[src/hw/mbs_pkg.sv]
// Constants, types and register map of the mechanical brake sequencer.
package mbs_pkg;

   // Clock and setting time base.
   localparam int CLK_PERIOD_NS = 10;
   localparam int TIME_UNIT_NS  = 10_000_000;
   localparam int TICK_CYCLES   = TIME_UNIT_NS / CLK_PERIOD_NS;

   // Widths and counts.
   localparam int AW   = 8;
   localparam int DW   = 32;
   localparam int FW   = 16;
   localparam int TW   = 16;
   localparam int NIN  = 8;
   localparam int NOUT = 5;
   localparam int IFW  = 8;
   localparam int OFW  = 6;
   localparam int SELW = 2;
   localparam int IRQW = 4;

   // Register byte addresses.
   localparam logic [AW-1:0] A_CTRL     = 8'h00;
   localparam logic [AW-1:0] A_SETTLE   = 8'h04;
   localparam logic [AW-1:0] A_ACCHOLD  = 8'h08;
   localparam logic [AW-1:0] A_STPHOLD  = 8'h0C;
   localparam logic [AW-1:0] A_CONFTO   = 8'h10;
   localparam logic [AW-1:0] A_RELFREQ  = 8'h14;
   localparam logic [AW-1:0] A_RELCUR   = 8'h18;
   localparam logic [AW-1:0] A_INFN_LO  = 8'h1C;
   localparam logic [AW-1:0] A_INFN_HI  = 8'h20;
   localparam logic [AW-1:0] A_OUTFN    = 8'h24;
   localparam logic [AW-1:0] A_STATUS   = 8'h28;
   localparam logic [AW-1:0] A_IRQ_STAT = 8'h2C;
   localparam logic [AW-1:0] A_IRQ_EN   = 8'h30;
   localparam logic [AW-1:0] A_IRQ_CLR  = 8'h34;

   // Codes and field values.
   localparam logic [SELW-1:0] SEL_ENABLED = 2'h1;
   localparam logic [IFW-1:0]  FN_CONFIRM  = 8'h2C;
   localparam logic [OFW-1:0]  FN_RELEASE  = 6'h13;
   localparam logic [OFW-1:0]  FN_FAULT    = 6'h14;
   localparam logic [FW-1:0]   FREQ_ZERO   = 16'h0000;

   // Interrupt bit positions.
   localparam int IRQ_REL_ON  = 0;
   localparam int IRQ_REL_OFF = 1;
   localparam int IRQ_FAULT   = 2;
   localparam int IRQ_STOPPED = 3;

   typedef enum logic [10:0] {
      ST_IDLE     = 11'h001,
      ST_ACCEL    = 11'h002,
      ST_SETTLE   = 11'h004,
      ST_CONF_ON  = 11'h008,
      ST_ACC_HOLD = 11'h010,
      ST_RUN      = 11'h020,
      ST_DEC_REL  = 11'h040,
      ST_CONF_OFF = 11'h080,
      ST_STP_HOLD = 11'h100,
      ST_DEC_ZERO = 11'h200,
      ST_FAULT    = 11'h400
   } mbs_state_e;

   typedef struct packed {
      logic          out_enable;
      logic [FW-1:0] freq_target;
   } mbs_drv_s;

   typedef struct packed {
      logic [SELW-1:0]          select;
      logic [TW-1:0]            settle;
      logic [TW-1:0]            acc_hold;
      logic [TW-1:0]            stp_hold;
      logic [TW-1:0]            conf_to;
      logic [FW-1:0]            rel_freq;
      logic [FW-1:0]            rel_cur;
      logic [NIN-1:0][IFW-1:0]  in_fn;
      logic [NOUT-1:0][OFW-1:0] out_fn;
   } mbs_cfg_s;

endpackage

[src/hw/mbs_top.sv]
// Brake sequencer that sits beside the drive's frequency ramp.
`timescale 1ns/1ps

// What this block does
// - Sequence only when selection equals 01.
// - On run, ramp to release frequency, hold.
// - At release frequency, wait settle, then release.
// - Low current after settle: trip, fault.
// - Confirm assigned: wait confirm high or trip.
// - Confirm unassigned: go straight to acceleration hold.
// - Wait acceleration hold, then ramp to command.
// - Run removed: ramp to release frequency, close.
// - Confirm assigned: wait confirm low or trip.
// - Confirm unassigned: go straight to stop hold.
// - Wait stop hold, then ramp to zero.
// - Route release code 19, fault code 20.
// - Confirm dropping while released trips with fault.
module mbs_top
   import mbs_pkg::*;
#(
   parameter int TICKS = mbs_pkg::TICK_CYCLES,
   parameter int NI    = mbs_pkg::NIN,
   parameter int NO    = mbs_pkg::NOUT
)(
   input  wire logic                 clock,
   input  wire logic                 sys_rst,
   input  wire logic                 clk_en,
   input  wire logic                 run_cmd,
   input  wire logic                 drive_reset,
   input  wire logic [mbs_pkg::FW-1:0] cmd_freq,
   input  wire logic [mbs_pkg::FW-1:0] out_freq,
   input  wire logic [mbs_pkg::FW-1:0] out_current,
   input  wire logic [NI-1:0]        in_pins,
   input  wire logic [mbs_pkg::AW-1:0] addr,
   input  wire logic [mbs_pkg::DW-1:0] wr_data,
   input  wire logic                 wr_en,
   input  wire logic                 rd_en,
   output mbs_pkg::mbs_drv_s         drive_out,
   output logic                      brake_release_out,
   output logic                      brake_fault_out,
   output logic [NO-1:0]             mf_out,
   output logic [mbs_pkg::DW-1:0]    rd_data,
   output logic                      irq
);
   import mbs_pkg::*;

   mbs_cfg_s        cfg_q;
   mbs_state_e      state_q;
   mbs_state_e      state_d;
   mbs_drv_s        drv_q;
   logic            rel_q;
   logic            flt_q;
   logic [NO-1:0]   mf_q;
   logic [DW-1:0]   rd_q;
   logic [IRQW-1:0] ist_q;
   logic [IRQW-1:0] ien_q;
   logic [IRQW-1:0] ev;
   logic [IRQW-1:0] iclr;
   logic [31:0]     presc_q;
   logic            tick;
   logic [TW-1:0]   tmr_q;
   logic [TW-1:0]   limit;
   logic            done;
   logic            brk_en;
   logic [NI-1:0]   conf_match;
   logic [NI-1:0]   conf_vec;
   logic            conf_asg;
   logic            conf_in;
   logic            conf_drop;
   logic            rel_d;
   logic            flt_d;

   // ****************************************************************
   // Register writes
   // ****************************************************************
   always_ff @(posedge clock or posedge sys_rst)
   begin
      if (sys_rst)
      begin
         cfg_q <= '0;
      end
      else if (clk_en && wr_en)
      begin
         if (addr == A_CTRL)
            cfg_q.select <= wr_data[SELW-1:0];
         else if (addr == A_SETTLE)
            cfg_q.settle <= wr_data[TW-1:0];
         else if (addr == A_ACCHOLD)
            cfg_q.acc_hold <= wr_data[TW-1:0];
         else if (addr == A_STPHOLD)
            cfg_q.stp_hold <= wr_data[TW-1:0];
         else if (addr == A_CONFTO)
            cfg_q.conf_to <= wr_data[TW-1:0];
         else if (addr == A_RELFREQ)
            cfg_q.rel_freq <= wr_data[FW-1:0];
         else if (addr == A_RELCUR)
            cfg_q.rel_cur <= wr_data[FW-1:0];
         else if (addr == A_INFN_LO)
            cfg_q.in_fn[3:0] <= wr_data;
         else if (addr == A_INFN_HI)
            cfg_q.in_fn[7:4] <= wr_data;
         else if (addr == A_OUTFN)
            cfg_q.out_fn <= wr_data[NOUT*OFW-1:0];
      end
   end

   // ****************************************************************
   // Register reads
   // ****************************************************************
   // Read data stands for one cycle only; unmapped addresses read zero.
   always_ff @(posedge clock or posedge sys_rst)
   begin
      if (sys_rst)
         rd_q <= '0;
      else if (clk_en)
      begin
         rd_q <= '0;
         if (rd_en)
         begin
            if (addr == A_CTRL)
               rd_q <= DW'(cfg_q.select);
            else if (addr == A_SETTLE)
               rd_q <= DW'(cfg_q.settle);
            else if (addr == A_ACCHOLD)
               rd_q <= DW'(cfg_q.acc_hold);
            else if (addr == A_STPHOLD)
               rd_q <= DW'(cfg_q.stp_hold);
            else if (addr == A_CONFTO)
               rd_q <= DW'(cfg_q.conf_to);
            else if (addr == A_RELFREQ)
               rd_q <= DW'(cfg_q.rel_freq);
            else if (addr == A_RELCUR)
               rd_q <= DW'(cfg_q.rel_cur);
            else if (addr == A_INFN_LO)
               rd_q <= cfg_q.in_fn[3:0];
            else if (addr == A_INFN_HI)
               rd_q <= cfg_q.in_fn[7:4];
            else if (addr == A_OUTFN)
               rd_q <= DW'(cfg_q.out_fn);
            else if (addr == A_STATUS)
               rd_q <= DW'({conf_in, conf_asg, flt_q, rel_q, state_q});
            else if (addr == A_IRQ_STAT)
               rd_q <= DW'(ist_q);
            else if (addr == A_IRQ_EN)
               rd_q <= DW'(ien_q);
         end
      end
   end

   assign rd_data = rd_q;

   // ****************************************************************
   // Confirm input selection
   // ****************************************************************
   genvar gi;
   generate
      for (gi = 0; gi < NI; gi++)
      begin : g_conf
         assign conf_match[gi] = (cfg_q.in_fn[gi] == FN_CONFIRM);
         assign conf_vec[gi]   = conf_match[gi] & in_pins[gi];
      end
   endgenerate

   assign conf_asg  = |conf_match;
   assign conf_in   = |conf_vec;
   assign conf_drop = conf_asg && !conf_in;
   assign brk_en    = (cfg_q.select == SEL_ENABLED);

   // ****************************************************************
   // Wait timer
   // ****************************************************************
   // One tick per setting unit; timer restarts on every state change.
   // The prescaler restarts with the timer, so no wait is cut short by a
   // tick that happens to fall just after the state was entered.
   always_ff @(posedge clock or posedge sys_rst)
   begin
      if (sys_rst)
         presc_q <= '0;
      else if (clk_en)
      begin
         if (tick || (state_d != state_q))
            presc_q <= '0;
         else
            presc_q <= presc_q + 32'h1;
      end
   end

   assign tick = (presc_q >= 32'(TICKS - 1));

   always_ff @(posedge clock or posedge sys_rst)
   begin
      if (sys_rst)
         tmr_q <= '0;
      else if (clk_en)
      begin
         if (state_d != state_q)
            tmr_q <= '0;
         else if (tick && (tmr_q != '1))
            tmr_q <= tmr_q + TW'(1);
      end
   end

   always_comb
   begin
      limit = cfg_q.settle;
      if (state_q == ST_CONF_ON || state_q == ST_CONF_OFF)
         limit = cfg_q.conf_to;
      else if (state_q == ST_ACC_HOLD)
         limit = cfg_q.acc_hold;
      else if (state_q == ST_STP_HOLD)
         limit = cfg_q.stp_hold;
   end

   assign done = (tmr_q >= limit);

   // ****************************************************************
   // Sequencer
   // ****************************************************************
   always_comb
   begin
      state_d = state_q;
      if (!brk_en)
         state_d = ST_IDLE;
      else
      begin
         case (state_q)
            ST_IDLE:
               if (run_cmd)
                  state_d = ST_ACCEL;
            ST_ACCEL:
               if (!run_cmd)
                  state_d = ST_DEC_ZERO;
               else if (out_freq >= cfg_q.rel_freq)
                  state_d = ST_SETTLE;
            ST_SETTLE:
               if (!run_cmd)
                  state_d = ST_DEC_ZERO;
               else if (done && out_current < cfg_q.rel_cur)
                  state_d = ST_FAULT;
               else if (done)
                  state_d = conf_asg ? ST_CONF_ON : ST_ACC_HOLD;
            ST_CONF_ON:
               if (conf_in)
                  state_d = ST_ACC_HOLD;
               else if (done)
                  state_d = ST_FAULT;
            ST_ACC_HOLD:
               if (conf_drop)
                  state_d = ST_FAULT;
               else if (!run_cmd)
                  state_d = ST_DEC_REL;
               else if (done)
                  state_d = ST_RUN;
            ST_RUN:
               if (conf_drop)
                  state_d = ST_FAULT;
               else if (!run_cmd)
                  state_d = ST_DEC_REL;
            ST_DEC_REL:
               if (conf_drop)
                  state_d = ST_FAULT;
               else if (out_freq <= cfg_q.rel_freq)
                  state_d = conf_asg ? ST_CONF_OFF : ST_STP_HOLD;
            ST_CONF_OFF:
               if (!conf_in)
                  state_d = ST_STP_HOLD;
               else if (done)
                  state_d = ST_FAULT;
            ST_STP_HOLD:
               if (done)
                  state_d = ST_DEC_ZERO;
            ST_DEC_ZERO:
               if (out_freq == FREQ_ZERO)
                  state_d = ST_IDLE;
            ST_FAULT:
               if (drive_reset)
                  state_d = ST_IDLE;
            default:
               state_d = ST_IDLE;
         endcase
      end
   end

   always_ff @(posedge clock or posedge sys_rst)
   begin
      if (sys_rst)
         state_q <= ST_IDLE;
      else if (clk_en)
         state_q <= state_d;
   end

   // ****************************************************************
   // Drive, brake and terminal outputs
   // ****************************************************************
   // Outputs are computed from the next state so they line up with it.
   assign rel_d = (state_d == ST_CONF_ON) || (state_d == ST_ACC_HOLD) ||
                  (state_d == ST_RUN) || (state_d == ST_DEC_REL);
   assign flt_d = (state_d == ST_FAULT);

   always_ff @(posedge clock or posedge sys_rst)
   begin
      if (sys_rst)
      begin
         drv_q <= '0;
         rel_q <= 1'b0;
         flt_q <= 1'b0;
      end
      else if (clk_en)
      begin
         rel_q <= rel_d;
         flt_q <= flt_d;
         drv_q.out_enable <= !(state_d == ST_IDLE || state_d == ST_FAULT);
         if (state_d == ST_RUN)
            drv_q.freq_target <= cmd_freq;
         else if (state_d == ST_IDLE || state_d == ST_FAULT || state_d == ST_DEC_ZERO)
            drv_q.freq_target <= FREQ_ZERO;
         else
            drv_q.freq_target <= cfg_q.rel_freq;
      end
   end

   generate
      for (gi = 0; gi < NO; gi++)
      begin : g_mfo
         always_ff @(posedge clock or posedge sys_rst)
         begin
            if (sys_rst)
               mf_q[gi] <= 1'b0;
            else if (clk_en)
               mf_q[gi] <= (cfg_q.out_fn[gi] == FN_RELEASE && rel_d) ||
                           (cfg_q.out_fn[gi] == FN_FAULT && flt_d);
         end
      end
   endgenerate

   assign drive_out         = drv_q;
   assign brake_release_out = rel_q;
   assign brake_fault_out   = flt_q;
   assign mf_out            = mf_q;

   // ****************************************************************
   // Interrupts
   // ****************************************************************
   // A new event wins over a clear written in the same cycle.
   assign ev[IRQ_REL_ON]  = rel_d && !rel_q;
   assign ev[IRQ_REL_OFF] = !rel_d && rel_q;
   assign ev[IRQ_FAULT]   = flt_d && !flt_q;
   assign ev[IRQ_STOPPED] = (state_q == ST_DEC_ZERO) && (state_d == ST_IDLE);
   assign iclr = (wr_en && addr == A_IRQ_CLR) ? wr_data[IRQW-1:0] : '0;

   always_ff @(posedge clock or posedge sys_rst)
   begin
      if (sys_rst)
         ist_q <= '0;
      else if (clk_en)
         ist_q <= (ist_q & ~iclr) | ev;
   end

   always_ff @(posedge clock or posedge sys_rst)
   begin
      if (sys_rst)
         ien_q <= '0;
      else if (clk_en && wr_en && addr == A_IRQ_EN)
         ien_q <= wr_data[IRQW-1:0];
   end

   assign irq = |(ist_q & ien_q);
endmodule

[config.mk]
export PLATFORM = sky130hd
export DESIGN_NAME = mbs_top
export DESIGN_NICKNAME = d
export VERILOG_FILES = /design/src/hw/mbs_pkg.sv /design/src/hw/mbs_top.sv
export SDC_FILE = /design/constraint.sdc
export NUM_CORES = 1
export LEC_CHECK = 0
export ABC_AREA = 0
export BUFFER_PORTS_ARGS = -buffer_cell sky130_fd_sc_hd__clkbuf_2
export CORE_MARGIN = 5
export CORE_UTILIZATION = 52
export DETAILED_ROUTE_END_ITERATION = 12
export HOLD_SLACK_MARGIN = 0.06
export PLACE_DENSITY = 0.72
export SLEW_MARGIN = 40
export SYNTH_ARGS = -nofsm -noshare
export SYNTH_HDL_FRONTEND = slang
export SYNTH_SLANG_ARGS = --single-unit
[constraint.sdc]
create_clock -name clock -period 29 [get_ports clock]
set_input_delay 1.45 -clock clock [delete_from_list [all_inputs] [get_ports clock]]
set_output_delay 1.45 -clock clock [all_outputs]
set_load 0.03 [all_outputs]
# Word-level counts from Yosys, hierarchy flattened
# Cells that the tools add are included.
[totals] regBits=315 input_bits=103 latchBits=0 mem_count=0 ram_bits=0 mem_bits_ro=0
[op_classes] div=0 n_mul=0 eq_ne=52 bitwise_logic=21 shifts=0 add_sub_neg=2 reduce_logical=54 n_lt_le_gt_ge=5 muxes=46
[ops] operator="$mux 32" n=11
[ops] operator="$mux 11" n=20
[ops] operator="$pmux 11 s11" n=1
[ops] operator="$eq 8x6->1 const B" n=14
[ops] operator="$mux 16" n=7
[ops] operator="$eq 6x5->1 const B" n=10
[ops] operator="$add 32x1->32 const B" n=1
[ops] operator="$eq 8x5->1 const B" n=4
[ops] operator="$ge 16x16->1" n=2
[ops] operator="$ge 32x20->1 const B" n=1
[ops] operator="$mux 30" n=1
[ops] operator="$eq 11x1->1 const B" n=2
[ops] operator="$eq 11x10->1 const B" n=2
[ops] operator="$eq 11x11->1 const B" n=2
[ops] operator="$eq 11x4->1 const B" n=2
[ops] operator="$eq 11x5->1 const B" n=2
[ops] operator="$eq 11x6->1 const B" n=2
[ops] operator="$eq 11x7->1 const B" n=2
[ops] operator="$logic_and 1x1->1" n=20
[ops] operator="$add 16x1->16 const B" n=1
[ops] operator="$eq 8x4->1 const B" n=2
[ops] operator="$le 16x16->1" n=1
[ops] operator="$logic_not 16->1" n=1
[ops] operator="$lt 16x16->1" n=1
[ops] operator="other kinds (33)" n=68

# Longest topological paths before layout
# Gate-level depths: netlist of run 1.
[depth] word_depth=17 depth_mapped=23 depth_no_buf=18

# Worst setup path before layout of run 1
# No wires, ideal clock.
[synth_timing] path_type="register to register" start="reg state_q[7]" end="reg presc_q[3]" required_time_ns=28.931 stages_incl_launch_ff=24 path_slack_ns=23.637 arrival_ns=5.294 path_cell_list="dfrtp_1 -> buf_2 -> or4_1 -> or4_4 -> or4b_1 -> clkbuf_1 -> buf_1 -> mux2i_1 -> a21oi_1 -> mux2i_1 -> ha_1 -> a21oi_1 -> o21a_1 -> a2bb2oi_1 -> nand3_1 -> buf_2 -> o41ai_1 -> o21ai_0 -> nor3b_2 -> o2111ai_1 -> a21o_1 -> buf_4 -> buf_6 -> nor2_2"
[synth_between] elab_chain_len=13 word_cells_on_any_way=41 cone_classes="order compare (1); eq/ne (12); mux (25); reduce/logical (3)"
[synth_lines] element="start: declaration" line="mbs_top.sv:48" text="mbs_state_e state_q;"
[synth_lines] element="start signal: assignment" line="mbs_top.sv:289" text="state_q <= state_d;"
[synth_lines] element="$eq 11x9->1" line="mbs_top.sv:210, mbs_top.sv:226"
[synth_lines] element="$mux 16" line="mbs_top.sv:210" text="else if (state_q == ST_STP_HOLD)"
[synth_lines] element="$mux 16" line="mbs_top.sv:208" text="else if (state_q == ST_ACC_HOLD)"
[synth_lines] element="$mux 16" line="mbs_top.sv:206" text="if (state_q == ST_CONF_ON || state_q == ST_CONF_OFF)"
[synth_lines] element="$ge 16x16->1" line="mbs_top.sv:214" text="assign done = (tmr_q >= limit);"
[synth_lines] element="$mux 11 (tied with other cells)" line="mbs_top.sv:252" text="else if (done)"
[synth_lines] element="$mux 11 (on tied branches)" line="mbs_top.sv:250, mbs_top.sv:238"
[synth_lines] element="$mux 11 (on tied branches)" line="mbs_top.sv:248, mbs_top.sv:236"
[synth_lines] element="$pmux 11 s11" line="mbs_top.sv:226" text="case (state_q)"
[synth_lines] element="$mux 11" line="mbs_top.sv:222" text="if (!brk_en)"
[synth_lines] element="$ne 11x11->1 *" line="mbs_top.sv:181" text="if (tick || (state_d != state_q))"
[synth_lines] element="$logic_or 1x1->1 *" line="mbs_top.sv:181"
[synth_lines] element="$mux 32 *" line="mbs_top.sv:181"
[synth_lines] element="end signal: assignment" line="mbs_top.sv:184" text="presc_q <= presc_q + 32'h1;"
[synth_lines] element="end: declaration" line="mbs_top.sv:59" text="logic [31:0] presc_q;"
# Mark *: on every way between the ends. The rest lies on a longest branch, timed or not.
# A chain may end at the register's enable or synchronous reset.

# Worst setup path in the final report of run 1
[layout_timing] start="reg state_q[6]" end="reg presc_q[17]"
# Same word-level chain as after synthesis.

==> results_dict.tcl, run 1 <==
set metrics [dict create \
    status "completed" \
    cts_root_buf "clkbuf_16" \
    hold_class "reg -> reg" \
    placed_area_sq_um 18000 \
    path_max_fanout 21 \
    yosysWarnings 0 \
    cts_tree "yes" \
    stdcell_area_sq_um 19200 \
    finalSetupViolations 0 \
    h-tree-depth 2 \
    layout.nets 1875 \
    area_delta_synth_final_pct 14.6 \
    grt_max_degree 122 \
    critPathArrivalTime_ns 7.00 \
    pwr-share-seq_pct 46.2 \
    min_period_ns 6.62 \
    yosysMostFrequentCell "dfrtp_1" \
    antennaDiodeCount 0 \
    synth_area_sq_um 16800 \
    synth_commonest_cells "dfrtp_1 (314), mux2_2 (199), nor2_1 (129)" \
    fmax_ghz 0.151 \
    path_delay_family "simple AND/OR/NAND/NOR gates" \
    clock_latency_ns 0.53 \
    async_reset_ff_share_pct 100 \
    syn_nets 1739 \
    clkPwrFrac_pct 47.7 \
    start_util_pct 52.9 \
    synth_edf_count 0 \
    setup_slack_ns 22.38 \
    io-pin-count 160 \
    die-area_sq_um 36000 \
    fin_skew_ns 0.0167 \
    ant_nets 0 \
    antenna_found_initial 1 \
    synth_top_area_share_pct 46.8 \
    worst_pin_slew_ns 0.885 \
    nFillCells 2635 \
    vias 14000 \
    pre_cts_slack_ns 22.22 \
    rows 65 \
    crit_type "reg -> reg" \
    drc_errors 0 \
    p_sw_share_pct 24.3 \
    detailed_place_hpwl_mm 37.7 \
    p_leak_nw 9.22 \
    syn_avg_cell_area_sq_um 10.6 \
    cts.sinks 315 \
    top_usage_layer "met2" \
    cpMostUsedCell "a211oi_1" \
    ys_seq_area_share_pct 47.0 \
    wl_per_cell_um 24.3 \
    yosysTopAreaCell "dfrtp_1" \
    core_sq_um 31700 \
    globalRouteOverflowTotal 0 \
    die_h_um 190 \
    slowest_delay_ns 1.02 \
    viasPerCell 6.50 \
    cp-start-kind "flip-flop" \
    yosys_most_used_dff "dfrtp_1" \
    grtUsageMet1_pct 40.7 \
    finalHoldViolations 0 \
    ys_ff_latch 315 \
    drt_iter0_drc 1494 \
    grt_use_met3_pct 5.21 \
    synthDistinctLibCells 78 \
    post_cts_buffers 0 \
    final.setup.tns_ns 0 \
    drt_wl_total_mm 52.4 \
    worstSetupEndpointType "flip-flop" \
    finalPower_mw 0.993 \
    final_core_util_pct 60.6 \
    cts_hold_buf 0 \
    post_cts_resize_count 0 \
    rsz0062_at_grt "false" \
    cts_buffers 36 \
    grt_usage_pct 28.8 \
    max-cap-violations 0 \
    syn-instance-count 1587 \
    die_x_um 190 \
    drt_pass1_iterations 7 \
    crit_required_ns 29.38 \
    p_switching_mw 0.242 \
    slowest_stage "or4b_2" \
    p_per_area_nw_per_um2 51.6 \
    portBuffers 159 \
    ys_top_cells_by_area "dfrtp_1 (47%), mux2_2 (13%), ha_1 (3.7%)" \
    gp_congestion 0.964 \
    period_share_pct 22.8 \
    drive_above_1_share_pct 28.0 \
    ir_worst_vdd_mv 0.0363 \
    clock_path_buffers 3 \
    grt_pass1_vias 13900 \
    maxSlewViolCount 0 \
    combinationalPowerShare_pct 6.2 \
    grt_use_met2_pct 44.6 \
    crit_path_cell_trace "or4_1 > or4_4 > or4b_2 > mux2i_1 > a21oi_1 > mux2_2 > ha_1 > a31oi_1 > nor2b_1 > o311ai_0 > nand3_2 > nand2b_1 > a211oi_1 > a211oi_1 > o2111ai_1 > a21o_1 > nor2_1" \
    grt_pass1_wl_mm 81.7 \
    power.internal_mw 0.751 \
    path_clk_slew_ns 0.06 \
    cp_num_buf_inv 0 \
    maxSlewHeadroom_pct 40.4 \
]
path summary, 6_finish.rpt:
path / start / endpoint / slack [ns] / cells past startpoint
worst max register to register: state_q[6]$_DFFE_PP0P_ / presc_q[17]$_DFFE_PP0P_ / 22.38 / 17
worst max-delay path: state_q[6]$_DFFE_PP0P_ / presc_q[17]$_DFFE_PP0P_ / 22.38 / 17
worst min-delay path: rd_data[13]$_DFFE_PP0P_ / rd_data[13]$_DFFE_PP0P_ / 0.48 / 1
min in group asynchronous: sys_rst / cfg_q[140]$_DFFE_PP0P_ / 1.03 / 2
worst min register to register: rd_data[13]$_DFFE_PP0P_ / rd_data[13]$_DFFE_PP0P_ / 0.48 / 1
max in group asynchronous: sys_rst / cfg_q[86]$_DFFE_PP0P_ / 26.32 / 4
stage by stage:
stage	hold slack, ns	std cells
6_report	0.482	2152
5_1_grt	0.502	2152
4_1_cts	0.488	2152
3_5_place_dp	0.472	2087
3_3_place_gp	0.472	2086
2_1_floorplan	0.459	1587
worst register-to-register path, delay by kind of cell (launching register included):
| family | cells | cell delay [ns] |
|---|---|---|
| multiplexers | 2 | 0.56 |
| adder cells (fa/ha/maj) | 1 | 0.27 |
| AO/OA/AOI/OAI | 7 | 2.05 |
| flip-flops | 1 | 0.52 |
| AND/OR/NAND/NOR | 7 | 3.10 |
placed cells by master, fill, tap and decap left out, drive strengths merged, types with 5 or more instances in the layout:
| cell type | count |
|---|---|
| a22oi | 73 |
| a21oi | 65 |
| and2 | 9 |
| nor4b | 15 |
| nand3 | 46 |
| nor4 | 24 |
| a21o | 5 |
| mux2 | 199 |
| and3 | 10 |
| or3 | 8 |
| a211oi | 8 |
| nor3 | 17 |
| xor2 | 29 |
| a221oi | 7 |
| a222oi | 6 |
| mux2i | 32 |
| a41oi | 9 |
| o2bb2ai | 27 |
| nand4 | 39 |
| a211o | 7 |
| inv | 53 |
| or4 | 6 |
| or4b | 6 |
| buf | 22 |
| clkbuf | 206 |
| a31oi | 13 |
| clkinv | 11 |
| dfrtp | 314 |
| nor2b | 8 |
| nand2 | 115 |
| ha | 49 |
| xnor2 | 20 |
| a22o | 16 |
| nor2 | 139 |
| nand2b | 15 |
| o21ai | 58 |
flip-flops by register name, indices dropped and copies added, names as in the netlist:
register / cells
brake_fault_out: 1
drive_out: 17
rd_data: 32
mf_out: 5
ien_q: 4
state_q: 11
ist_q: 4
cfg_q: 192
tmr_q: 16
brake_release_out: 1
presc_q: 32
logic make-up (layout without fill, tap and decap cells):
group	Yosys count	in the layout	share of synthesized area, %
multiplexers	231	231	15.3
flip-flops	315	315	47.0
AO/OA/AOI/OAI	334	334	14.0
buffers and inverters	134	297	3.15
AND/OR/NAND/NOR	475	475	14.4
adder cells (fa/ha/maj)	49	49	3.65
XOR/XNOR	49	49	2.56
metal layers:
| layer | vias up | wire length [um] |
|---|---|---|
| met5 | - | 0 |
| met4 | 0 | 2170 |
| met3 | 133 | 4210 |
| met2 | 670 | 23800 |
| met1 | 7017 | 22300 |
| li1 | 6169 | - |
final cells by class:
class	instances	area [sq um]	area share [%]
clock inverters	18	223	1.16
clock buffers	47	1000	5.21
repair buffers	181	968	5.04
flip-flops and latches	315	7880	41.0
well taps	402	503	2.62
multi-input cells	1138	8450	43.9
inverters	51	204	1.06
power by group through the flow:
| stage | sequential [mW] | combinational [mW] | clock [mW] |
|---|---|---|---|
| 6_report | 0.459 | 0.0614 | 0.473 |
| 5_1_grt | 0.459 | 0.0682 | 0.497 |
| 4_1_cts | 0.458 | 0.0613 | 0.478 |
| 3_5_place_dp | 0.466 | 0.0611 | 0 |
| 3_3_place_gp | 0.466 | 0.0592 | 0 |
| 2_1_floorplan | 0.462 | 0.0373 | 0 |
Note: power is estimated with default switching activity, not from simulation.
==> run 2, diff against run 1 <==
--- a/config.mk
+++ b/config.mk
@@ -5,13 +5,13 @@
 export SDC_FILE = /design/constraint.sdc
 export NUM_CORES = 1
 export LEC_CHECK = 0
-export ABC_AREA = 0
+export ABC_AREA = 1
 export BUFFER_PORTS_ARGS = -buffer_cell sky130_fd_sc_hd__clkbuf_2
 export CORE_MARGIN = 5
 export CORE_UTILIZATION = 52
 export DETAILED_ROUTE_END_ITERATION = 12
 export HOLD_SLACK_MARGIN = 0.06
-export PLACE_DENSITY = 0.72
+export PLACE_DENSITY = 0.75
 export SLEW_MARGIN = 40
 export SYNTH_ARGS = -nofsm -noshare
 export SYNTH_HDL_FRONTEND = slang
==> constraint.sdc (replaced) <==
create_clock -name clock -period 5.7 [get_ports clock]
set_input_delay 0.285 -clock clock [delete_from_list [all_inputs] [get_ports clock]]
set_output_delay 0.285 -clock clock [all_outputs]
set_load 0.03 [all_outputs]
==> results_dict.tcl, run 2 <==
set metrics [dict create \
    hp-start "cmd_freq[3]" \
    rows 66 \
    start_util_pct 52.6 \
    globalRouteOverflowTotal 0 \
    pwr-share-seq_pct 45.3 \
    ys_ff_latch 315 \
    drt_wl_total_mm 57.3 \
    core_sq_um 32500 \
    path_max_fanout 24 \
    grt_max_degree 128 \
    post_cts_resize_count 0 \
    synthAdderAreaFrac_pct 3.59 \
    cts_root_buf "clkbuf_16" \
    yosysWarnings 0 \
    whs_ns 0.0818 \
    wl_per_cell_um 20.1 \
    synth_compound_area_share_pct 17.0 \
    fin_skew_ns 0.0256 \
    power.internal_mw 3.88 \
    die_x_um 191 \
    hold_class "in -> reg" \
    ys_seq_area_share_pct 46.2 \
    p_per_area_nw_per_um2 261 \
    synth_commonest_cells "nand2_1 (582), dfrtp_1 (314), o21ai_0 (286)" \
    min_to "drive_out[3]$_DFFE_PP0P_" \
    ys_top_cells_by_area "dfrtp_1 (46%), nand2_1 (13%), o21ai_0 (8.4%)" \
    finalSetupViolations 0 \
    synth-simple-area-share_pct 24.1 \
    crit_path_start "state_q[4]$_DFFE_PP0P_" \
    synth_top_area_share_pct 46.0 \
    h-tree-depth 2 \
    clock_latency_ns 0.53 \
    synthMuxAreaShare_pct 0 \
    synth_top_family_by_area "simple AND/OR/NAND/NOR gates" \
    syn_nets 2389 \
    syn-instance-count 2237 \
    synth-xor-area-share_pct 1.54 \
    portBuffers 159 \
    worstReg2RegEnd "presc_q[5]$_DFFE_PP0P_" \
    io-pin-count 160 \
    r2r_setup_slack_ns 0.64 \
    min_period_ns 5.06 \
    p_switching_mw 1.27 \
    period_share_pct 88.7 \
    hold_path_depth 3 \
    grt_usage_pct 31.0 \
    detailed_place_hpwl_mm 41.4 \
    path_clk_slew_ns 0.07 \
    die-area_sq_um 36500 \
    top_register "cfg_q" \
    final_cell_mix "nand2_1 (576), dfrtp_1 (314), o21ai_0 (286)" \
    status "completed" \
    fmax_ghz 0.198 \
    synth_edf_count 0 \
    layout.nets 2537 \
    final_common_cell "nand2_1" \
    crit_required_ns 6.13 \
    clock_path_buffers 3 \
    largest_register_ffs 192 \
    drive_above_1_share_pct 11.6 \
    die_h_um 191 \
    cts_tree "yes" \
    area_delta_synth_final_pct 15.7 \
    p_leak_nw 9.32 \
    stdcell_area_sq_um 19700 \
    placed_area_sq_um 18200 \
    combinationalPowerShare_pct 7.8 \
    crit_type "reg -> reg" \
    ant_nets 0 \
    grt_pass1_vias 15800 \
    viasPerCell 5.77 \
    post_cts_buffers 0 \
    finalHoldViolations 0 \
    rr_startpoint "state_q[4]$_DFFE_PP0P_" \
    ir_worst_vdd_mv 0.247 \
    yosysMostFrequentCell "nand2_1" \
    grt_pass1_wl_mm 88.8 \
    yosys_most_used_dff "dfrtp_1" \
    worst_pin_slew_ns 0.787 \
    yosysTopAreaCell "dfrtp_1" \
    max-cap-violations 0 \
    rsz0062_at_grt "false" \
    final.setup.tns_ns 0 \
    maxSlewHeadroom_pct 47.5 \
    gp_congestion 0.969 \
    critPathArrivalTime_ns 5.49 \
    synthDistinctLibCells 53 \
    worstSetupEndpointType "flip-flop" \
    drt_pass1_iterations 8 \
    syn_avg_cell_area_sq_um 7.63 \
    ff2ff_path_depth 27 \
    drt_iter0_drc 1744 \
    cts.sinks 315 \
    synth_area_sq_um 17100 \
    vias 16400 \
    p_sw_share_pct 24.7 \
    antenna_found_initial 0 \
    async_reset_ff_share_pct 100 \
    drc_errors 0 \
    clkPwrFrac_pct 46.9 \
    maxSlewViolCount 0 \
    cp-start-kind "flip-flop" \
    cts_buffers 36 \
]
## run 2: layout make-up
class,count,area [sq um]
inverter,238,900
antenna,2,5.00
clock inverter,12,203
fill,2941,12700
sequential,315,7880
multi-input combinational,1585,7910
clock buffer,49,1010
timing repair buffer,209,1280
tap,442,553
## run 2: worst max-delay path, cell delays in order (launching register included)
cell and delay, ns:
dfrtp_1 0.47, nor2_1 0.22, nand2_2 0.16, nor2_2 0.15
nand4_1 0.21, nand2_1 0.39, inv_1 0.39, o21ai_0 0.18
o22ai_1 0.09, ha_1 0.34, nand2_1 0.05, o21ai_0 0.28
nand2_1 0.09, nand2_1 0.07, a21oi_1 0.04, buf_4 0.17
nand2_1 0.08, nand3_1 0.08, nand2_2 0.32, nand2_4 0.20
nand2_1 0.10, nand2_1 0.08, nor2_1 0.11, nand2_1 0.05
nor2_1 0.13, nand4_1 0.13, buf_4 0.23, a21oi_1 0.14
## run 2: metrics by stage
step | util [%] | worst slack [ns] | cells | total power [mW]
floorplan | - | 1.22 | 2237 | 2.59
global placement | 56.0 | 0.868 | 2757 | 2.74
detailed placement | 56.1 | 0.715 | 2757 | 2.75
CTS | 60.8 | 0.726 | 2849 | 5.15
global route | 60.8 | 0.0554 | 2850 | 5.31
finish | 60.8 | 0.642 | 2852 | 5.15
## run 2: cells by family after synthesis
kind of cell,Yosys count
compound gates,520
fa+ha+maj,49
xor+xnor,30
buf+inv,337
simple gates,986
flops,315
## run 2: worst max path at each step
stage | end | slack (ns) | depth (start not counted)
after floorplan | brake_fault_out$_DFFE_PP0P_ | 1.22 | 1
after global placement | presc_q[3]$_DFFE_PP0P_ | 0.87 | 27
after detailed placement | presc_q[11]$_DFFE_PP0P_ | 0.72 | 27
after CTS | presc_q[10]$_DFFE_PP0P_ | 0.73 | 27
after global routing | presc_q[2]$_DFFE_PP0P_ | 0.06 | 27
final | presc_q[5]$_DFFE_PP0P_ | 0.64 | 27
## run 2: timing repair
item | in CTS | in global routing
hold buffers | 31 | 0
endpoints found under the hold margin | 76 | 0
setup endpoints to repair | 0 | 0
## run 2: routing by layer
layer | vias to the layer above | part of all wire, % | track usage, %
met5 | - | 0 | 0
met1 | 7741 | 43 | 44.4
met3 | 119 | 9.8 | 5.92
met4 | 0 | 3.3 | 9.97
li1 | 7718 | - | -
met2 | 864 | 44 | 47.8
## run 2: power by group through the flow
stage / Sequential, mW / Combinational, mW / Clock [mW]
5_1_grt: 2.34 / 0.447 / 2.53
6_report: 2.34 / 0.399 / 2.42
4_1_cts: 2.33 / 0.396 / 2.42
3_3_place_gp: 2.37 / 0.368 / 0
3_5_place_dp: 2.37 / 0.378 / 0
2_1_floorplan: 2.38 / 0.215 / 0
